===== src/mra_map.svh =====
`ifndef MRA_MAP_SVH
`define MRA_MAP_SVH
// Bus widths and burst length
`define MRA_CA_WIDTH        10
`define MRA_DQ_WIDTH        32
`define MRA_LANES           4
`define MRA_BURST_BEATS     8
`define MRA_BEAT_WIDTH      3
// Mode register numbers
`define MRA_TEMP_REG        8'h04
`define MRA_CAL_A_REG       8'h20
`define MRA_CAL_B_REG       8'h28
// Calibration patterns, bit n is beat n
`define MRA_CAL_A_PATTERN   8'h55
`define MRA_CAL_B_PATTERN   8'hcc
// Timing
`define MRA_READ_LATENCY    8'h0c
`define MRA_WRITE_PERIOD    8'h0a
`define MRA_TSI_MS          32
`define MRA_CLK_MHZ         100
`define MRA_TSI_CYCLES      (`MRA_TSI_MS * 1000 * `MRA_CLK_MHZ)
`endif


===== src/mra_pkg.sv =====
package mra_pkg;
  typedef enum logic [3:0] {
    MRA_IDLE  = 4'b0001,
    MRA_WAIT  = 4'b0010,
    MRA_BURST = 4'b0100,
    MRA_WRITE = 4'b1000
  } mra_state_type;
  typedef enum logic [1:0] {
    MRA_SRC_REG  = 2'h0,
    MRA_SRC_CALA = 2'h1,
    MRA_SRC_CALB = 2'h2
  } mra_src_type;
endpackage : mra_pkg


===== src/mra_top.sv =====
`timescale 1ns/100ps
`include "mra_map.svh"

// Contract
// RULE1: Read is chip select low, CA2..0 low, CA3 high on rising edge.
// RULE2: Read answers with eight beats, all strobes toggling for the burst.
// RULE3: Controller issues only no-ops during the read period.
// RULE4: Register value on DQ7..0 beat 0; other beats and lines undefined.
// RULE5: Controller waits the read-to-write spacing after a read.
// RULE6: Controller waits the read-to-register-write spacing after a read.
// RULE7: Controller waits half a burst after a read before register read.
// RULE8: Controller waits the write-to-read spacing before register read.
// RULE9: Controller waits row-to-column delay after power-down exit before reads.
// RULE10: Temperature status sits in register 4, bits 2..0, read normally.
// RULE11: Temperature status refreshed internally at most 32 ms apart; the block waits past TSI_CYCLES while the sensor code changes.
// RULE12: Controller polls temperature often enough to stay within 2 degrees.
// RULE13: Register 32 gives pattern A, register 40 pattern B, on lane line 0.
// RULE14: Calibration reads copy each lane's line 0 onto its other lines.
// RULE15: Pattern A beats 0..6 are 1,0,1,0,1,0,1.
// RULE16: Pattern B beats 0..6 are 0,0,1,1,0,0,1.
// RULE17: Beat 7 is 0 for pattern A and 1 for pattern B.
// RULE18: Controller issues calibration reads only while idle.
// RULE19: Write is CA3..0 low; address from fall 1..0, rise 9..4; data fall 9..2.
// RULE20: Register write holds the write period, then the block is idle.
// RULE21: Writes to read-only registers are ignored.
// RULE22: Controller issues register writes only with all banks precharged; the test issues one with banks_active high to check the refusal.
// RULE23: Reads allowed with banks active; writes not.
module mra_top
  import mra_pkg::*;
#(
  parameter int TSI_CYCLES = `MRA_TSI_CYCLES
) (
  input  wire logic                       mclk,
  input  wire logic                       rst,
  input  wire logic                       clk_en,
  input  wire logic                       cs_n,
  input  wire logic [`MRA_CA_WIDTH-1:0]   ca_rise,
  input  wire logic [`MRA_CA_WIDTH-1:0]   ca_fall,
  input  wire logic [2:0]                 temp_sense,
  input  wire logic                       banks_active,
  output logic      [`MRA_DQ_WIDTH-1:0]   dq_out,
  output logic                            dq_oe,
  output logic      [`MRA_LANES-1:0]      dqs_out,
  output logic                            dqs_oe,
  output logic                            busy,
  output logic      [7:0]                 last_write_reg,
  output logic      [7:0]                 last_write_data,
  output logic                            write_strobe
);

  ////////////////////////////////////////////////////////////////////////////
  // Pin synchronisers; first stage feeds only the second
  logic                     cs_n_s1, cs_n_s2;
  logic [`MRA_CA_WIDTH-1:0] car_s1, car_s2, caf_s1, caf_s2;
  logic [2:0]               temp_s1, temp_s2;

  always_ff @(posedge mclk) begin
    if (rst) begin
      cs_n_s1 <= 1'b1;
      cs_n_s2 <= 1'b1;
      car_s1  <= '0;
      car_s2  <= '0;
      caf_s1  <= '0;
      caf_s2  <= '0;
      temp_s1 <= 3'h0;
      temp_s2 <= 3'h0;
    end else if (clk_en) begin
      cs_n_s1 <= cs_n;
      cs_n_s2 <= cs_n_s1;
      car_s1  <= ca_rise;
      car_s2  <= car_s1;
      caf_s1  <= ca_fall;
      caf_s2  <= caf_s1;
      temp_s1 <= temp_sense;
      temp_s2 <= temp_s1;
    end
  end

  ////////////////////////////////////////////////////////////////////////////
  // Decode helpers
  function automatic logic [7:0] reg_addr(input logic [9:0] r, input logic [9:0] f);
    reg_addr = {r[9:4], f[1:0]};
  endfunction : reg_addr

  function automatic logic is_writable(input logic [7:0] a);
    // Status and calibration registers are read only
    is_writable = (a != `MRA_TEMP_REG) && (a != `MRA_CAL_A_REG) && (a != `MRA_CAL_B_REG);
  endfunction : is_writable

  logic       rd_cmd, wr_cmd;
  logic [7:0] cmd_addr;
  assign rd_cmd   = !cs_n_s2 && (car_s2[3:0] == 4'b1000); // [RULE1] [RULE23]
  assign wr_cmd   = !cs_n_s2 && (car_s2[3:0] == 4'b0000) && !banks_active; // [RULE19] [RULE23]
  assign cmd_addr = reg_addr(car_s2, caf_s2); // [RULE19]

  ////////////////////////////////////////////////////////////////////////////
  // Temperature snapshot, refreshed once every TSI_CYCLES, later while the sensor code is changing
  logic [31:0] tsi_cnt, next_tsi_cnt;
  logic [2:0]  temp_stat, next_temp_stat;
  logic [2:0]  temp_s3;

  // Multi-bit code kept only when steady for two samples, so a torn
  // value never lands; a changing code delays the update until it holds steady
  always_comb begin
    next_tsi_cnt   = tsi_cnt + 32'h1;
    next_temp_stat = temp_stat;
    if (tsi_cnt >= 32'(TSI_CYCLES - 1)) begin
      if (temp_s2 == temp_s3) begin
        next_tsi_cnt   = 32'h0;
        next_temp_stat = temp_s2; // [RULE11]
      end else begin
        next_tsi_cnt   = tsi_cnt;
      end
    end
  end

  always_ff @(posedge mclk) begin
    if (rst) begin
      tsi_cnt   <= 32'h0;
      temp_stat <= 3'h0;
      temp_s3   <= 3'h0;
    end else if (clk_en) begin
      tsi_cnt   <= next_tsi_cnt;
      temp_stat <= next_temp_stat;
      temp_s3   <= temp_s2;
    end
  end

  ////////////////////////////////////////////////////////////////////////////
  // Command state machine and register store
  mra_state_type state, next_state;
  mra_src_type   src, next_src;
  logic [7:0]    cnt, next_cnt;
  logic [7:0]    rd_val, next_rd_val;
  logic [`MRA_BEAT_WIDTH-1:0] beat, next_beat;
  logic [7:0]    mreg [0:255];
  logic [7:0]    next_lwr, next_lwd;
  logic          next_wstb;

  always_comb begin
    next_state  = state;
    next_src    = src;
    next_cnt    = cnt;
    next_rd_val = rd_val;
    next_beat   = beat;
    next_lwr    = last_write_reg;
    next_lwd    = last_write_data;
    next_wstb   = 1'b0;
    case (state)
      MRA_IDLE: begin
        if (rd_cmd) begin
          next_state = MRA_WAIT;
          next_cnt   = `MRA_READ_LATENCY - 8'h1;
          next_beat  = '0;
          if (cmd_addr == `MRA_CAL_A_REG) begin
            next_src = MRA_SRC_CALA; // [RULE13]
          end else if (cmd_addr == `MRA_CAL_B_REG) begin
            next_src = MRA_SRC_CALB; // [RULE13]
          end else begin
            next_src = MRA_SRC_REG;
          end
          if (cmd_addr == `MRA_TEMP_REG) begin
            next_rd_val = {5'h00, temp_stat}; // [RULE10]
          end else begin
            next_rd_val = mreg[cmd_addr];
          end
        end else if (wr_cmd) begin
          next_state = MRA_WRITE;
          next_cnt   = `MRA_WRITE_PERIOD - 8'h1;
          if (is_writable(cmd_addr)) begin // [RULE21]
            next_lwr  = cmd_addr;
            next_lwd  = caf_s2[9:2]; // [RULE19]
            next_wstb = 1'b1;
          end
        end
      end
      MRA_WAIT: begin
        next_cnt = cnt - 8'h1;
        if (cnt == 8'h0) begin
          next_state = MRA_BURST;
        end
      end
      MRA_BURST: begin
        next_beat = beat + 3'h1;
        if (beat == 3'(`MRA_BURST_BEATS - 1)) begin // [RULE2]
          next_state = MRA_IDLE;
        end
      end
      MRA_WRITE: begin
        next_cnt = cnt - 8'h1;
        if (cnt == 8'h0) begin
          next_state = MRA_IDLE; // [RULE20]
        end
      end
      default: begin
        next_state = MRA_IDLE;
      end
    endcase
  end

  always_ff @(posedge mclk) begin
    if (rst) begin
      state           <= MRA_IDLE;
      src             <= MRA_SRC_REG;
      cnt             <= 8'h0;
      rd_val          <= 8'h0;
      beat            <= '0;
      last_write_reg  <= 8'h0;
      last_write_data <= 8'h0;
      write_strobe    <= 1'b0;
    end else if (clk_en) begin
      state           <= next_state;
      src             <= next_src;
      cnt             <= next_cnt;
      rd_val          <= next_rd_val;
      beat            <= next_beat;
      last_write_reg  <= next_lwr;
      last_write_data <= next_lwd;
      write_strobe    <= next_wstb;
    end
  end

  // Store written values; contents undefined until first write
  always_ff @(posedge mclk) begin
    if (!rst && clk_en && next_wstb) begin
      mreg[next_lwr] <= next_lwd;
    end
  end

  ////////////////////////////////////////////////////////////////////////////
  // Output data, registered one beat ahead of the pins
  logic [`MRA_DQ_WIDTH-1:0] next_dq;
  logic                     next_oe;
  logic [`MRA_LANES-1:0]    next_dqs;
  logic                     cal_bit;

  always_comb begin
    next_dq  = '0;
    next_oe  = (state == MRA_BURST);
    next_dqs = '0;
    cal_bit  = 1'b0;
    if (state == MRA_BURST) begin
      next_dqs = {`MRA_LANES{beat[0]}}; // [RULE2]
      case (src)
        MRA_SRC_CALA: cal_bit = 1'(`MRA_CAL_A_PATTERN >> beat); // [RULE15] [RULE17]
        MRA_SRC_CALB: cal_bit = 1'(`MRA_CAL_B_PATTERN >> beat); // [RULE16] [RULE17]
        default:      cal_bit = 1'b0;
      endcase
      if (src == MRA_SRC_REG) begin
        // Undefined beats and lanes are driven low for simplicity
        next_dq = (beat == 3'h0) ? {24'h000000, rd_val} : '0; // [RULE4]
      end else begin
        next_dq = {`MRA_DQ_WIDTH{cal_bit}}; // [RULE14]
      end
    end
  end

  always_ff @(posedge mclk) begin
    if (rst) begin
      dq_out  <= '0;
      dq_oe   <= 1'b0;
      dqs_out <= '0;
      dqs_oe  <= 1'b0;
    end else if (clk_en) begin
      dq_out  <= next_dq;
      dq_oe   <= next_oe;
      dqs_out <= next_dqs;
      dqs_oe  <= next_oe;
    end
  end

  assign busy = (state != MRA_IDLE);

  ////////////////////////////////////////////////////////////////////////////
  // Burst beat counter for the checks; frozen with the rest of the block
  logic [3:0] oe_run, next_oe_run;

  always_comb begin
    next_oe_run = dq_oe ? oe_run + 4'h1 : 4'h0;
  end

  always_ff @(posedge mclk) begin
    if (rst) begin
      oe_run <= 4'h0;
    end else if (clk_en) begin
      oe_run <= next_oe_run;
    end
  end

  ////////////////////////////////////////////////////////////////////////////
  // Checks
  chk_burst_length: assert property (@(posedge mclk) disable iff (rst) // [RULE2]
    $fell(dq_oe) |-> oe_run == 4'h8)
    else $error("read burst not eight beats");
  chk_burst_strobes: assert property (@(posedge mclk) disable iff (rst) // [RULE2]
    dq_oe |-> (dqs_oe && oe_run < 4'h8))
    else $error("strobes not driven for the burst");
  chk_freeze_hold: assert property (@(posedge mclk) disable iff (rst)
    (!clk_en && !rst) |=> ($stable(dq_out) && $stable(dq_oe) && $stable(busy)))
    else $error("outputs moved while clock enable low");
  chk_write_period: assert property (@(posedge mclk) disable iff (rst) // [RULE20]
    (clk_en && state == MRA_WRITE && cnt == 8'h0) |=> !busy)
    else $error("write period did not end idle");
  chk_cal_a_beat0: assert property (@(posedge mclk) disable iff (rst) // [RULE15]
    (state == MRA_BURST && src == MRA_SRC_CALA && beat == 3'h0 && clk_en)
      |=> dq_out == 32'hffffffff)
    else $error("pattern A beat 0 wrong");
  chk_cal_b_beat1: assert property (@(posedge mclk) disable iff (rst) // [RULE16]
    (state == MRA_BURST && src == MRA_SRC_CALB && beat == 3'h1 && clk_en)
      |=> dq_out == 32'h00000000)
    else $error("pattern B beat 1 wrong");
  chk_cal_beat7: assert property (@(posedge mclk) disable iff (rst) // [RULE17]
    (state == MRA_BURST && src == MRA_SRC_CALB && beat == 3'h7 && clk_en)
      |=> dq_out == 32'hffffffff)
    else $error("pattern B beat 7 wrong");
  chk_reg_upper_zero: assert property (@(posedge mclk) disable iff (rst) // [RULE4]
    (dq_oe && src == MRA_SRC_REG) |-> dq_out[31:8] == 24'h0)
    else $error("upper lines not quiet");
  chk_ro_ignored: assert property (@(posedge mclk) disable iff (rst) // [RULE21]
    write_strobe |-> is_writable(last_write_reg))
    else $error("read-only register written");
  chk_write_idle: assert property (@(posedge mclk) disable iff (rst) // [RULE20]
    (clk_en && state == MRA_IDLE && wr_cmd) |=> busy)
    else $error("write period not entered");
  chk_read_start: assert property (@(posedge mclk) disable iff (rst) // [RULE1]
    (clk_en && state == MRA_IDLE && rd_cmd) |=> state == MRA_WAIT)
    else $error("read not recognised");
  chk_write_banks: assert property (@(posedge mclk) disable iff (rst) // [RULE23]
    (clk_en && state == MRA_IDLE && banks_active) |=> !write_strobe)
    else $error("write with banks active");

endmodule : mra_top


===== config.mk =====
export PLATFORM = sky130hd
export DESIGN_NAME = mra_top
export DESIGN_NICKNAME = d
export VERILOG_FILES = /design/src/mra_pkg.sv /design/src/mra_top.sv
export VERILOG_INCLUDE_DIRS = /design/src
export SDC_FILE = /design/constraint.sdc
export NUM_CORES = 2
export LEC_CHECK = 0
export BUFFER_PORTS_ARGS = -buffer_cell sky130_fd_sc_hd__buf_2
export CORE_AREA = 2 2 468 470
export CTS_BUF_LIST = sky130_fd_sc_hd__clkbuf_4
export CTS_CLUSTER_DIAMETER = 200
export CTS_CLUSTER_SIZE = 40
export DETAILED_ROUTE_END_ITERATION = 16
export DIE_AREA = 0 0 470 472
export HOLD_SLACK_MARGIN = 0.08
export PLACE_DENSITY = 0.61
export SETUP_SLACK_MARGIN = 0.5
export SKIP_LAST_GASP = 1
export SLEW_MARGIN = 10
export SYNTH_ARGS = -nofsm -noshare
export SYNTH_HDL_FRONTEND = slang
export SYNTH_SLANG_ARGS = --single-unit

===== constraint.sdc =====
create_clock -name mclk -period 12.1 [get_ports mclk]
set_clock_uncertainty 0.1 [all_clocks]
set_input_delay 1.815 -clock mclk [delete_from_list [all_inputs] [get_ports mclk]]
set_output_delay 1.815 -clock mclk [all_outputs]
set_load 0.01 [all_outputs]

**Word-level counts from Yosys, hierarchy flattened**

Memories as Yosys holds them, arrays and structs flattened. A register that Yosys moved wholly into a read port is not among the register bits.
Cells that the tools add are included.

- Bits in registers: 165
- RAM bits: 2048
- Input port bits: 28
- Word-level logic and storage cells: 111
- Memories: 1

Memories:

| memory | words | width | read ports | clocked after Yosys merged registers in | write ports | line | RTL |
|---|---|---|---|---|---|---|---|
| mreg | 256 | 8 | 1 | 1 | 1 | mra_top.sv:136 | `logic [7:0] mreg [0:255];` |

- $add $sub $neg: 3
- $lt $le $gt $ge: 1
- Eq/ne operators: 22
- Shift-type cells: 2
- Mux-type cells: 37
- Reduce and logical (&&, ||, !) cells: 23

Operators with widths:

| kind | number |
|---|---|
| $mux W32 | 4 |
| $mux W8 | 14 |
| $add A32 B1 Y32 const B | 1 |
| $ge A32 B22 Y1 const B | 1 |
| $mux W4 | 6 |
| $eq A8 B6 Y1 const B | 2 |
| $ne A8 B6 Y1 const B | 2 |
| $pmux W4 S4 | 1 |
| $pmux W8 S2 | 1 |
| $reduce_and A3 Y1 | 4 |
| $eq A4 B4 Y1 const B | 2 |
| $eq A8 B3 Y1 const B | 1 |
| $logic_not A8 Y1 | 1 |
| $ne A8 B3 Y1 const B | 1 |
| $shr A8 B3 Y1 const A | 1 |
| $sub A8 B1 Y8 const B | 1 |
| $logic_and A1 B1 Y1 | 7 |
| $shr A7 B3 Y1 const A | 1 |
| $mux W1 | 6 |
| $ne A2 B2 Y1 const B | 3 |
| $pmux W3 S2 | 1 |
| $reduce_and A5 Y1 | 1 |
| $eq A4 B1 Y1 const B | 1 |
| $eq A4 B2 Y1 const B | 1 |
| 19 further kinds | 24 |

**Longest topological paths before layout**

- Word-level depth: 10
- Depth in mapped cells: 13
- Depth with buffers taken out: 8

**Worst setup path after synthesis**

Ideal clock, no wire load.

- Path kind: input port to flip-flop
- Start: input port banks_active
- End: memory mreg[0][0] (data pin)
- Setup time: 0.824 ns
- Arrival: 5.697 ns
- Required time: 11.176 ns
- Setup slack: 5.479 ns
- Stages: 6
- Cell sequence: nor2_1 nand3_1 nor2_2 clkbuf_1 nand2_1 nand2_1

- Word-level cells in the longest chain between the ends: 5

Ends and longest elaborated chain:

| element | line | RTL |
|---|---|---|
| start, declared | mra_top.sv:40 | `input wire logic banks_active,` |
| $logic_not A1 Y1 | mra_top.sv:93 | `assign wr_cmd = !cs_n_s2 && (car_s2[3:0] == 4'b0000) && !banks_active;` |
| $logic_and A1 B1 Y1 | mra_top.sv:93 |  |
| $mux W8 | mra_top.sv:167 | `end else if (wr_cmd) begin` |
| $mux W8 | mra_top.sv:151 | `if (rd_cmd) begin` |
| $mux W8 | mra_top.sv:149 | `case (state)` |
| via next_lwd[0] | mra_top.sv:137 | `logic [7:0] next_lwr, next_lwd;` |
| end, declared | mra_top.sv:136 |  |

The timed path passes the listed nets, and every way through them passes these cells.

**Worst setup path in the final report**

- Start: register car_s2[9]
- End: memory mreg[86][2] (data pin)

- Word-level cells in the longest chain between the ends: 7

Ends and longest elaborated chain:

| element | line | RTL |
|---|---|---|
| start, declared | mra_top.sv:54 | `` logic [`MRA_CA_WIDTH-1:0] car_s1, car_s2, caf_s1, caf_s2; `` |
| start signal, assigned | mra_top.sv:71 | `car_s2 <= car_s1;` |
| $ne A8 B3 Y1 (no line) or $ne A8 B6 Y1 (tied branches) | n/a |  |
| $logic_and A1 B1 Y1 | mra_top.sv:87 | `` is_writable = (a != `MRA_TEMP_REG) && (a != `MRA_CAL_A_REG) && (a != `MRA_CAL_B_REG); `` |
| $logic_and A1 B1 Y1 (*) | mra_top.sv:87 |  |
| $mux W8 (*) | mra_top.sv:170 | `if (is_writable(cmd_addr)) begin` |
| $mux W8 (*) | mra_top.sv:167 |  |
| $mux W8 (*) | mra_top.sv:151 |  |
| $mux W8 (*) | mra_top.sv:149 |  |
| via next_lwd[2] | mra_top.sv:137 |  |

The timed path passes the listed nets; every way through them passes the cells marked *.

==> metrics.csv <==
stage;metric;value;unit
placed_design;gp_congestion;0.874;
logic_synthesis;yosys.area_share.simple;4.68;%
logic_synthesis;synth_compound_area_share;2.89;%
die;die_y;472;um
grt;overflow;0;
worst_setup_path;crit_type;flip-flop to flip-flop;
hold_path;holdCritPathClass;flip-flop to flip-flop;
placed_design;place_ws;6150;ps
route;via_per_inst;5.94;
route;drt_iter0_markers;6096;
clock_network;clk_pin_slew;370;ps
logic_synthesis;syn-cell-area;86400;um^2
clock_network;cts_root_buf;clkbuf_4;
worst_setup_path;worstSetupEndpointType;flip-flop;
grt;grt_pass1_wl;321;mm
status;status;finished clean;
power_and_ir_drop;finalPower;11.0;mW
logic_synthesis;ys_types;90;
power_and_ir_drop;pwr-share-clk;21.3;%
clock_network;cts_buffer_depth;3;
layout;largest-register;mreg;
sta;fin_crit;5220;ps
placed_design;place_inst;7236;
clock_network;htree_levels;2;
logic_synthesis;async_flop_share;0;%
sta;slew_headroom;6.74;%
worst_setup_path;start_kind;flip-flop;
sta;setup_tns;0;ps
layout;finalNonFillerCells;7336;
logic_synthesis;syn_inst;4473;
power_and_ir_drop;internal_power;8.67;mW
die;core_area;217000;um^2
grt;grt_pass1_vias;41900;
logic_synthesis;ys_warn_count;0;
power_and_ir_drop;power.switching;2.30;mW
die;die_w;470;um
logic_synthesis;synth_top_family_by_area;multiplexers;
worst_setup_path;r2r_end;mreg[86][2]$_DFFE_PP_;
grt;grt_max_degree;195;
die;rows;171;
layout;syn_to_final_growth;4.60;%
power_and_ir_drop;pwr-share-seq;75.1;%
power_and_ir_drop;combPwrFrac;3.6;%
route;drtAntennaViolNets;0;
clock_network;cts_hold_buf;0;
clock_network;numCtsBuffers;60;
clock_network;cts_tree;done;
worst_setup_path;timing.rr.start;car_s2[9]$_SDFFE_PP0P_;
layout;fin_area;90400;um^2
grt;antenna_found_initial;18;
sta;report.final.slew_viol_count;0;
sta;rsz0062_at_grt;false;
worst_setup_path;critical_path_required;13000;ps
die;initial_utilization;39.9;%
worst_setup_path;reg2reg_setup_slack;6880;ps
hold_path;holdCritStartpoint;src[1]$_SDFFE_PP0P_;
sta;setup-violations-final;0;
sta;finalCritPeriodShare;43.1;%
die;die_area;222000;um^2
route;routed_wirelength;226;mm
logic_synthesis;ys_seq_area_share;74.6;%
clock_network;post_cts_buffers;0;
power_and_ir_drop;peakVddDrop;0.0820;mV
clock_network;ctsResizeCount;0;
route;vias;43600;
logic_synthesis;avgSynthCellArea;19.3;um^2
worst_setup_path;rr_worst_depth;7;
hold_path;hold_path_end;src[1]$_SDFFE_PP0P_;
clock_network;clock_latency;1350;ps
power_and_ir_drop;switching_share;21.0;%
sta;fmax;192;MHz
layout;fin_nets;4480;
logic_synthesis;synthXorXnorAreaFrac;0.142;%
logic_synthesis;synth_ff_type;edfxtp_1;
hold_path;min_path_cells;2;
worst_setup_path;critPathMaxFanout;94;
layout;reg_top3;mreg (2048), tsi_cnt (32);
power_and_ir_drop;leakage;22.7;nW
placed_design;portBuffers;83;
clock_network;cts_sinks;2195;
logic_synthesis;synth-seq-cells;2195;
logic_synthesis;synth_fa_ha_area_share;0.116;%
die;io_pins;84;
placed_design;placed_cell_area;89700;um^2
route;wire_per_inst;30.8;um
layout;drive_gt1_share;18.6;%
power_and_ir_drop;power_density;121;nW/um^2
flow_run;maxCapViolCount;0;
sta;worst_pin_slew;1400;ps
layout;largest_reg_flops;2048;
sta;final.setup.worst_slack;6880;ps
logic_synthesis;synth_mux_area_share;15.6;%
logic_synthesis;synth_enable_flop_cells;2048;
grt;grt_util_all_layers;20.0;%
sta;hold_violations;0;
placed_design;dpl.hpwl;140;mm
worst_setup_path;critical_path_arrival;6120;ps
route;remaining_drc_errors;0;
route;drtPass1Iterations;6;
==> critical path, stage by stage, from the launching register on <==
cell and delay (ps):
dfxtp_1 540, or4_4 640, a211oi_4 260, or2_1 850
nand2_1 210, nand2_4 500, buf_4 850, buf_4 670
==> per-stage QoR <==
stage               hold slack (ps)  util [%]
finish                          392      41.8
global route                    419      41.7
CTS                             396      41.7
detailed placement              350      41.4
global placement                346      41.4
floorplan                       325         -
==> cell families (layout without fill, tap and decap cells) <==
| family | count (synthesis) | after routing |
|---|---|---|
| adders and majority gates | 8 | 8 |
| xor gates and xnor gates | 14 | 14 |
| other | 1 | 37 |
| and+or+nand+nor | 892 | 892 |
| DFF | 2195 | 2195 |
| AOI/OAI and AO/OA | 348 | 348 |
| muxes | 715 | 715 |
| buffers and inverters | 300 | 273 |
==> power by group through the flow <==
stage	Combinational [mW]	Sequential [mW]	Clock [mW]
6_report	0.393	8.23	2.34
3_5_place_dp	0.394	8.39	0
4_1_cts	0.395	8.23	2.38
3_3_place_gp	0.392	8.39	0
5_1_grt	0.416	8.24	2.60
2_1_floorplan	0.273	8.38	0
==> worst max-delay path by stage <==
| stage | depth (start not counted) | startpoint | to | slack, ps |
|---|---|---|---|---|
| after floorplan | 6 | banks_active | mreg[0][0]$_DFFE_PP_ | 5480 |
| after global placement | 9 | banks_active | mreg[65][4]$_DFFE_PP_ | 6210 |
| after detailed placement | 8 | banks_active | mreg[208][6]$_DFFE_PP_ | 6150 |
| after CTS | 8 | flip-flop | rd_val[6]$_SDFFE_PP0P_ | 6880 |
| after global routing | 7 | car_s2[9]$_SDFFE_PP0P_ | mreg[84][2]$_DFFE_PP_ | 6610 |
| final | 7 | car_s2[9]$_SDFFE_PP0P_ | mreg[86][2]$_DFFE_PP_ | 6880 |
==> per-layer routing <==
layer  part of all wire (%)  vias to the layer above  global-route usage, %
met3                    8.5                      291                   3.13
met1                     42                    23300                   29.1
met2                     47                     2082                   31.5
met5                  0.028                        -                      0
met4                    3.0                        8                   5.26
li1                       -                    17900                      -
==> cells in the final DEF, fill, tap and decap left out, drive strengths merged, types with 10 or more instances in the layout <==
cell type  Yosys  final
edfxtp      2048   2048
mux4         507    507
nor2         397    397
nand2        218    218
mux2i        193    193
buf          199    164
dfxtp        147    147
clkbuf        79     86
nand3         69     69
a21oi         61     61
o22ai         48     48
nor3          47     47
o21ai         45     45
o221ai        29     29
a22o          26     26
a211oi        26     26
conb           1     24
nor2b         24     24
nand2b        21     21
inv           20     20
nor4          18     18
a31oi         17     17
nand4         16     16
and3          16     16
mux2          15     15
or3           14     14
diode          0     13
and2          12     12
xnor2         11     11
o211ai        10     10
o31ai         10     10
==> cells in the mapped netlist (6+ instances only) <==
| library cell | number | area [um^2] |
|---|---|---|
| a2111oi_0 | 8 | 70.1 |
| a211oi_1 | 25 | 188 |
| a21oi_1 | 60 | 300 |
| a22o_1 | 26 | 228 |
| a311oi_1 | 7 | 61.3 |
| a31oi_1 | 17 | 106 |
| and2_1 | 11 | 68.8 |
| and3_1 | 16 | 100 |
| buf_1 | 18 | 67.6 |
| buf_2 | 86 | 430 |
| buf_4 | 65 | 488 |
| buf_6 | 30 | 338 |
| clkbuf_1 | 78 | 293 |
| dfxtp_1 | 147 | 2940 |
| edfxtp_1 | 2048 | 61500 |
| ha_1 | 8 | 100 |
| inv_1 | 19 | 71.3 |
| mux2_2 | 15 | 169 |
| mux2i_1 | 193 | 1930 |
| mux4_2 | 507 | 11400 |
| nand2_1 | 214 | 803 |
| nand2b_1 | 19 | 119 |
| nand3_1 | 64 | 320 |
| nand3b_1 | 9 | 67.6 |
| nand4_1 | 16 | 100 |
| nor2_1 | 395 | 1480 |
| nor2b_1 | 23 | 144 |
| nor3_1 | 46 | 230 |
| nor4_1 | 17 | 106 |
| o211ai_1 | 10 | 75.1 |
| o21ai_0 | 40 | 200 |
| o221ai_1 | 29 | 254 |
| o22ai_1 | 48 | 300 |
| o31ai_1 | 8 | 60.1 |
| or3_1 | 14 | 87.6 |
| or4_1 | 6 | 45.0 |
| xnor2_1 | 11 | 96.3 |
==> final cells by class <==
class,instances,area (um^2)
clock buffer,86,646
fill,18800,126000
multi-input combinational,2001,20400
antenna,13,32.5
timing repair buffer,164,1150
tap,2854,3570
clock inverter,1,7.51
sequential,2195,64500
inverter,22,88.8
(Power assumes the default switching activity.)
